$ cat src/reload_timer_pkg.sv
/*
  package for the eight-bit reload timer with pulse output: register map,
  field positions, reset values, prescale counts.
  assumes an apb slave at 32-bit data, one register per aligned word.
*/
// Notes on behaviour
// the timer is an 8-bit down counter with an 8-bit reload latch.
// with write_latch_only at 1 a timer write goes only to the latch, which loads at underflow.
// with write_latch_only at 0 a timer write loads counter and latch together.
// reset clears write_latch_only so writes go to both counter and latch.
// each underflow sets the interrupt request, reloads from the latch and keeps counting.
// the count clock is core clock divided by 8 or sub_clock_input divided by 2, per timer_clock_sel.
// pulse_out_source_sel at 0 routes this timer to the pin, at 1 the second timer.
// pulse_out_polarity at 1 starts the pin low, at 0 starts it high.
// pulse_out_enable at 1 enables the pin driver, at 0 disables it.
// software enters pulse output mode with enable 1 and source 0; the pin then follows this timer.
// in pulse output mode each underflow toggles the pin and sets the request: 50 percent duty.
// with enable 1 and source 1 the pin toggles on second timer underflows instead.
// timer_stop_bit at 0 lets the timer count, at 1 freezes it.
package reload_timer_pkg;

  ////////////////////////////////////////////////////////////////////////////
  // register byte offsets
  localparam logic [11:0] mode_ctrl_addr   = 12'h000;
  localparam logic [11:0] timer_data_addr  = 12'h004;
  localparam logic [11:0] irq_status_addr  = 12'h008;
  localparam logic [11:0] irq_enable_addr  = 12'h00C;
  localparam logic [11:0] irq_clear_addr   = 12'h010;

  ////////////////////////////////////////////////////////////////////////////
  // mode register fields
  localparam int pulse_out_source_sel  = 0;
  localparam int timer_stop_bit        = 1;
  localparam int timer_clock_sel       = 2;
  localparam int second_timer_clock_sel = 3;
  localparam int third_timer_clock_sel = 4;
  localparam int pulse_out_polarity    = 5;
  localparam int pulse_out_enable      = 6;
  localparam int write_latch_only      = 7;

  // interrupt status fields
  localparam int irq_timer_bit  = 0;
  localparam int irq_second_bit = 1;

  ////////////////////////////////////////////////////////////////////////////
  // reset values
  localparam logic [7:0] mode_reset  = 8'h00;
  localparam logic [7:0] count_reset = 8'hFF;
  localparam logic [7:0] latch_reset = 8'hFF;

  // prescale counts
  localparam int core_div   = 8;
  localparam int sub_div    = 2;
  localparam int core_div_w = $clog2(core_div);

endpackage

$ cat src/reload_timer.sv
/*
  eight-bit reload timer with square-wave pulse output and apb register file.
  assumes sub_clock_input and second_timer_underflow are synchronous to
  core_clk; the second timer itself lives outside this block.
*/
module reload_timer
  import reload_timer_pkg::*;
#(
  parameter int data_w = 8
)
(
  // clock and reset
  input  wire logic              core_clk,
  input  wire logic              rst,
  // apb slave
  input  wire logic              psel,
  input  wire logic              penable,
  input  wire logic              pwrite,
  input  wire logic [11:0]       paddr,
  input  wire logic [31:0]       pwdata,
  output logic      [31:0]       prdata,
  output logic                   pready,
  output logic                   pslverr,
  // companion and clock sources
  input  wire logic              sub_clock_input,
  input  wire logic              second_timer_underflow,
  // pulse pin and interrupt
  output logic                   pulse_out_pin,
  output logic                   pulse_out_pin_oe,
  output logic                   timer_underflow,
  output logic                   irq
);

  ////////////////////////////////////////////////////////////////////////////
  // state
  logic [7:0]            mode_reg;
  logic [data_w-1:0]     count;
  logic [data_w-1:0]     latch;
  logic [core_div_w-1:0] prescale;
  logic                  sub_prev;
  logic                  sub_phase;
  logic                  pin_level;
  logic [1:0]            irq_status;
  logic [1:0]            irq_enable;
  logic [31:0]           rdata;

  logic [7:0]            next_mode_reg;
  logic [data_w-1:0]     next_count;
  logic [data_w-1:0]     next_latch;
  logic [core_div_w-1:0] next_prescale;
  logic                  next_sub_phase;
  logic                  next_pin_level;
  logic [1:0]            next_irq_status;
  logic [1:0]            next_irq_enable;
  logic [31:0]           next_rdata;

  logic                  wr_en;
  logic                  rd_en;
  logic                  tick;
  logic                  underflow;
  logic                  mapped;
  logic                  toggle_src;
  logic                  pulse_active;

  // register hit test, used for decode and error answer
  function automatic logic hit(input logic [11:0] a, input logic [11:0] reg_addr);
    hit = (a == reg_addr);
  endfunction

  ////////////////////////////////////////////////////////////////////////////
  // bus decode: one-cycle access phase, zero wait states
  always_comb
  begin
    mapped  = hit(paddr, mode_ctrl_addr) || hit(paddr, timer_data_addr) ||
              hit(paddr, irq_status_addr) || hit(paddr, irq_enable_addr) ||
              hit(paddr, irq_clear_addr);
    wr_en   = psel && penable && pwrite && mapped;
    rd_en   = psel && !penable && !pwrite;
    pready  = 1'b1;
    pslverr = psel && penable && !mapped;
  end

  ////////////////////////////////////////////////////////////////////////////
  // count clock: core/8 or sub clock rising edges /2
  always_comb
  begin
    next_prescale  = prescale + 1'b1; // wraps every core_div cycles
    next_sub_phase = sub_phase;
    if (mode_reg[timer_clock_sel])
    begin
      tick = 1'b0;
      if (sub_clock_input && !sub_prev)
      begin
        next_sub_phase = !sub_phase;
        tick           = sub_phase; // every second rising edge, see
      end
    end
    else
    begin
      tick = (prescale == core_div_w'(core_div - 1));
    end
  end

  ////////////////////////////////////////////////////////////////////////////
  // counter, latch and mode register
  always_comb
  begin
    next_mode_reg = mode_reg;
    next_count    = count;
    next_latch    = latch;
    underflow     = 1'b0;
    if (tick && !mode_reg[timer_stop_bit])
    begin
      if (count == '0)
      begin
        underflow  = 1'b1;
        next_count = latch; // reload and keep counting, see
      end
      else
      begin
        next_count = count - 1'b1;
      end
    end
    if (wr_en && hit(paddr, mode_ctrl_addr))
    begin
      next_mode_reg = pwdata[7:0];
    end
    if (wr_en && hit(paddr, timer_data_addr))
    begin
      next_latch = pwdata[data_w-1:0];
      if (!mode_reg[write_latch_only])
      begin
        next_count = pwdata[data_w-1:0]; // write wins over a same-cycle reload, see
      end
    end
  end

  always_ff @(posedge core_clk)
  begin
    if (rst)
    begin
      mode_reg  <= mode_reset; // write_latch_only cleared, see
      count     <= count_reset;
      latch     <= latch_reset;
      prescale  <= '0;
      sub_prev  <= 1'b0;
      sub_phase <= 1'b0;
    end
    else
    begin
      mode_reg  <= next_mode_reg;
      count     <= next_count;
      latch     <= next_latch;
      prescale  <= next_prescale;
      sub_prev  <= sub_clock_input;
      sub_phase <= next_sub_phase;
    end
  end

  ////////////////////////////////////////////////////////////////////////////
  // pulse pin: starts at polarity level while disabled, toggles when enabled
  always_comb
  begin
    pulse_active = mode_reg[pulse_out_enable];
    toggle_src   = mode_reg[pulse_out_source_sel] ? second_timer_underflow
                                                  : underflow;
    if (!pulse_active)
    begin
      next_pin_level = !mode_reg[pulse_out_polarity]; // 1 starts low, see
    end
    else if (toggle_src)
    begin
      next_pin_level = !pin_level; // 50 percent square wave, see
    end
    else
    begin
      next_pin_level = pin_level;
    end
  end

  always_ff @(posedge core_clk)
  begin
    if (rst)
    begin
      pin_level <= 1'b1;
    end
    else
    begin
      pin_level <= next_pin_level;
    end
  end

  // pin driven only when enabled; polarity change while running is not re-applied
  assign pulse_out_pin    = pin_level;
  assign pulse_out_pin_oe = mode_reg[pulse_out_enable];

  ////////////////////////////////////////////////////////////////////////////
  // interrupts: set wins over a same-cycle clear
  always_comb
  begin
    next_irq_enable = irq_enable;
    next_irq_status = irq_status;
    if (wr_en && hit(paddr, irq_enable_addr))
    begin
      next_irq_enable = pwdata[1:0];
    end
    if (wr_en && hit(paddr, irq_clear_addr))
    begin
      next_irq_status = irq_status & ~pwdata[1:0];
    end
    if (underflow)
    begin
      next_irq_status[irq_timer_bit] = 1'b1;
    end
    if (second_timer_underflow)
    begin
      next_irq_status[irq_second_bit] = 1'b1;
    end
  end

  always_ff @(posedge core_clk)
  begin
    if (rst)
    begin
      irq_status <= 2'b00;
      irq_enable <= 2'b00;
    end
    else
    begin
      irq_status <= next_irq_status;
      irq_enable <= next_irq_enable;
    end
  end

  assign irq             = |(irq_status & irq_enable);
  assign timer_underflow = underflow;

  ////////////////////////////////////////////////////////////////////////////
  // read data captured in setup so it stands through the access phase
  always_comb
  begin
    next_rdata = rdata;
    if (rd_en)
    begin
      next_rdata = 32'h0000_0000;
      if (hit(paddr, mode_ctrl_addr))
      begin
        next_rdata[7:0] = mode_reg;
      end
      else if (hit(paddr, timer_data_addr))
      begin
        next_rdata[data_w-1:0] = count;
      end
      else if (hit(paddr, irq_status_addr))
      begin
        next_rdata[1:0] = irq_status;
      end
      else if (hit(paddr, irq_enable_addr))
      begin
        next_rdata[1:0] = irq_enable;
      end
    end
  end

  always_ff @(posedge core_clk)
  begin
    if (rst)
    begin
      rdata <= 32'h0000_0000;
    end
    else
    begin
      rdata <= next_rdata;
    end
  end

  assign prdata = rdata;

endmodule

$ cat config.mk
export PLATFORM = sky130hd
export DESIGN_NAME = reload_timer
export DESIGN_NICKNAME = d
export VERILOG_FILES = /design/src/reload_timer_pkg.sv /design/src/reload_timer.sv
export SDC_FILE = /design/constraint.sdc
export NUM_CORES = 1
export LEC_CHECK = 0
export BUFFER_PORTS_ARGS = -buffer_cell sky130_fd_sc_hd__clkbuf_2
export CORE_AREA = 2 2 54 106
export DETAILED_ROUTE_END_ITERATION = 16
export DIE_AREA = 0 0 56 108
export PLACE_DENSITY = 0.82
export SKIP_LAST_GASP = 1
export SLEW_MARGIN = 20
export SYNTH_ARGS = -nofsm -noshare
export SYNTH_HDL_FRONTEND = slang
export SYNTH_SLANG_ARGS = --single-unit
$ cat constraint.sdc
create_clock -name core_clk -period 2.4 [get_ports core_clk]
set_clock_uncertainty 0.1 [all_clocks]
set_input_delay 0.12 -clock core_clk [delete_from_list [all_inputs] [get_ports core_clk]]
set_output_delay 0.12 -clock core_clk [all_outputs]
set_load 0.05 [all_outputs]
Yosys cells after proc, flatten, opt, wreduce, memory -nomap -nowiden
Cells that the tools add are included.

word-level totals
  bits in registers = 42
  input port bits = 51
  word-level logic and storage cells = 71

cells by class
  reductions and logical operators = 30
  eq/ne operators = 6
  bitwise operators = 3
  add/subtract/negate cells = 2
  multiplexer cells = 19

operators with widths
  cell                                               count
  two-way mux 8 bit                                  5
  == test 12 x 4 -> 1 bit (second input constant)    2
  == test 12 x 3 -> 1 bit (second input constant)    1
  == test 12 x 5 -> 1 bit (second input constant)    1
  logical AND 1 bit                                  12
  zero test 12 bit                                   1
  two-way mux 1 bit                                  9
  zero test 1 bit                                    8
  zero test 8 bit                                    1
  two-way mux 2 bit                                  4
  subtractor 8 x 1 -> 8 bit (second input constant)  1
  two-way mux 6 bit                                  1
  bitwise AND 2 bit                                  2
  logical OR 1 bit                                   4
  nonzero test 2 bit                                 2
  adder 3 x 1 -> 3 bit (second input constant)       1
  == test 3 bit (second input constant)              1
  != test 2 x 1 -> 1 bit (second input constant)     1
  inverter 2 bit                                     1
  AND reduction 2 bit                                1
  OR reduction 2 bit                                 1

Depth between registers and ports, before layout
  word-level depth = 9
  mapped depth = 10

Least setup slack after synthesis
No wires, ideal clock.

  path kind = reg2reg
  start point = register count[0]
  end point = register pin_level, in the netlist pulse_out_pin
  stages on the path, launching flop included = 11
  path slack = 33 ps
  data arrival time = 2144 ps
  period minus slack after synthesis = 2367 ps
  cell sequence = dfxtp_1 > inv_1 > ha_1 > or3b_2 > clkbuf_1 > nor2_1 > nand2_1 > inv_1 > xor2_1 > nor3b_1 > o21ai_1

between the ends
  word-level cells in the longest chain between the ends = 5

ends and longest elaborated chain
  item                                     RTL line             source
  from (decl)                              reload_timer.sv:37   logic [data_w-1:0] count;
  from (signal assigned)                   reload_timer.sv:143  count <= count_reset;
  from (signal assigned)                   reload_timer.sv:152  count <= next_count;
  zero test 8 bit                          reload_timer.sv:114  if (count == '0)
  two-way mux 1 bit                        reload_timer.sv:114
  two-way mux 1 bit                        reload_timer.sv:112  if (tick && !mode_reg[timer_stop_bit])
  named net timer_underflow                reload_timer.sv:30   output logic timer_underflow,
  two-way mux 1 bit                        reload_timer.sv:165  toggle_src = mode_reg[pulse_out_source_sel] ? second_timer_underflow
  != test 2 x 1 -> 1 bit (no source line)  n/a
  to (signal assigned)                     reload_timer.sv:189  pin_level <= next_pin_level;
  to (decl)                                reload_timer.sv:42   logic pin_level;

The timed path passes the listed nets, and every way through them passes these cells.
A chain may end at the register's enable or synchronous reset.

Worst setup path after layout
  start point = register count[1]
  end point = output timer_underflow

between the ends
  word-level cells in the longest chain between the ends = 3

ends and longest elaborated chain
  item               RTL line
  zero test 8 bit    reload_timer.sv:114
  two-way mux 1 bit  reload_timer.sv:114
  two-way mux 1 bit  reload_timer.sv:112
  to (decl)          reload_timer.sv:30

No other way between the ends.

==> results.toml <==
[global_route]
grt_overflow = 0
grt_pass1_wl_um = 8930
gr-usage-all-layers_pct = 19.0
grt_max_degree = 34
grt_pass1_vias = 2061
antenna_found_initial = 0

[floorplanning]
rows = 37
boundaryPins = 89
core_sq_um = 5180
die_w_um = 56
die_y_um = 108
die-area_sq_um = 6050
start_util_pct = 44.2

[sta]
finalMaxSlewViolations = 0
worst_slack_ns = 0.104
tightest_slew_ns = 0.498
rsz0062_at_grt = "false"
fmax_ghz = 0.436
slew_headroom_pct = 66.6
setup_tns_ns = 0
fin_crit_ns = 2.30
period_share_pct = 95.7
hold_violations = 0
finalSetupViolations = 0

[synth]
synth_edf_count = 0
synthSimpleGateAreaFrac_pct = 21.4
syn_area_per_cell_sq_um = 8.13
synth_ff_type = "dfxtp_1"
synth_fa_ha_area_share_pct = 2.18
synth.distinct_cells = 57
synth_xor_area_share_pct = 1.15
ys_ff_latch = 42
yosysWarnings = 0
syn_inst = 282
netlist_area_sq_um = 2290
synth-seq-area-share_pct = 36.7
yosys-mux-area-fraction_pct = 3.17
synth_top_family_by_area = "compound AO/OA/AOI/OAI gates"
synth_compound_area_share_pct = 23.0
synthArstFlopShare_pct = 0

[finish]
post_route_cells_drive_above_1_share_pct = 20.3
post-route-util_pct = 51.4
fillCellCount = 498
final_cell_area_sq_um = 2670
fin_cells = 388
n_antenna_cell = 0
final_cell_mix = "dfxtp_1 (42), clkbuf_2 (38), nand2_1 (30)"
syn_to_final_growth_pct = 16.3
final_common_cell = "dfxtp_1"
nNetsFinal = 384

[power_and_ir_drop]
p_seq_share_pct = 49.1
switching_share_pct = 26.9
combPwrFrac_pct = 12.4
p_sw_uw = 386
internal-power_mw = 1.05
leakage_nw = 1.08
peakVddDrop_mv = 0.457
clkPwrFrac_pct = 38.5
cellPowerDensity_nw_per_um2 = 539

[drt]
drt_iter0_markers = 89
viasPerCell = 5.63
first_pass_iters = 4
post_drt_wl_per_cell_um = 14.2
vias = 2186
drc = 0
ant_nets = 0
drt-total-wl_um = 5530

[placed_design]
placedInstanceArea_sq_um = 2470
io_buffers = 39
place.gp.congestion = 0.824
dp_hpwl_um = 4330
placed_cells = 372
dp_slack_ns = 0.242

[critical_path]
cp_cell_sequence = "inv_1, ha_1, or3b_2, nor2_1, nand2_1, inv_1, clkbuf_4"
end_kind = "output port"
worstPathRequired_ns = 2.18
start_kind = "flip-flop"
cp_common_cell = "inv_1"
max_stage_delay_ns = 0.54
crit_fanout = 8
crit_slowest_cell = "or3b_2"
criticalPathCategory = "flip-flop to output port"
worstPathArrival_ns = 2.08

[clocking]
worstSkewPairLatency_ns = 0.30
clkTransAtPathRegs_ns = 0.08
numCtsBuffers = 5
cts_root_buf = "clkbuf_8"
clkSinkCount = 42
cts_max_level = 2
cts_setup_buffers = 0
cts_tree = "yes"
clock_path_buffers = 2

[job]
max_cap_viol_count = 0

[run_status]
status = "finished, final reports clean"

[min_path]
min_path_type = "input pin to flip-flop"
-- timing repair --
action,in CTS,in global routing
endpoints found under the setup margin,0,1
hold endpoints to repair,18,0
resized for setup,0,2
hold buffers,8,0
-- cells in the mapped netlist, drive strengths merged, types with 2 or more instances --
cell    count  area share, %
mux2        2           0.98
nand3b      2           0.82
a22oi       6            2.0
nor2b       3           0.82
mux2i       5            2.2
nand4       2           0.55
a211oi      3           0.98
a22o        7            2.7
dfxtp      42             37
buf        28            8.8
nand2      30            4.9
or3         4            1.1
nor4        3           0.82
a32oi       2           0.76
nand3       9            2.0
o21ai      23            5.0
a21oi      20            4.4
inv         7            1.1
ha          4            2.2
clkbuf     12            2.0
nor3b       3           0.98
xor2        2           0.76
nor3        8            2.2
nor2       21            3.5
and4        2           0.76
a211o       6            2.3
nand2b      2           0.55
conb        2           0.33
-- per-stage QoR --
| stage | power [mW] | hold WS, ns |
|---|---|---|
| after floorplan | 0.881 | 0.138 |
| after global placement | 0.886 | 0.261 |
| after detailed placement | 0.889 | 0.266 |
| after CTS | 1.44 | 0.0248 |
| after global routing | 1.48 | 0.0211 |
| final | 1.44 | 0.0267 |
-- area by class of cell --
type | instances | area [sq um] | area share [%]
Clock buffer | 5 | 68.8 | 2.58
Clock inverter | 3 | 40.0 | 1.50
Inverter | 8 | 30.0 | 1.13
Multi-Input combinational cell | 215 | 1260 | 47.3
Sequential cell | 42 | 841 | 31.5
Tap cell | 58 | 72.6 | 2.72
Timing Repair Buffer | 57 | 353 | 13.2
-- path summary, 6_finish.rpt --
path,start,endpoint,slack [ns],depth (start not counted)
worst max-delay path,count[1],timer_underflow,0.10,7
worst min-delay path,pwdata[1],mode_reg[1],0.03,3
worst max register to register,count[1],count[2],0.19,7
worst min register to register,prescale[0],prescale[0],0.33,1
-- layer usage --
layer	wire length [um]	global-route usage (%)	up-vias
met1	1780	15.8	1013
met2	3170	37.6	95
met3	286	3.23	21
met5	0	0	-
li1	-	-	1057
met4	293	15.0	0
-- worst max-delay path: cells and delay by family, from the launching register on --
kind	cells	cell delay, ns
fa+ha+maj	1	0.21
buf+inv	3	0.43
flops	1	0.35
simple gates	3	0.78
-- kinds of logic after synthesis --
kind of cell             after synthesis
AND/OR/NAND/NOR                       96
flip-flops                            42
AO/OA/AOI/OAI                         80
buffers and inverters                 48
other                                  2
XOR/XNOR                               3
adder cells (fa/ha/maj)                4
multiplexers                           7
-- power groups by stage --
stage                     combinational [mW]  sequential, mW  clock [mW]
after detailed placement               0.167           0.722           0
after CTS                              0.177           0.706       0.562
after global placement                 0.165           0.722           0
final                                  0.178           0.706       0.553
after floorplan                        0.159           0.721           0
after global routing                   0.189           0.707       0.582
No activity file was read; power rests on OpenSTA's default activity.
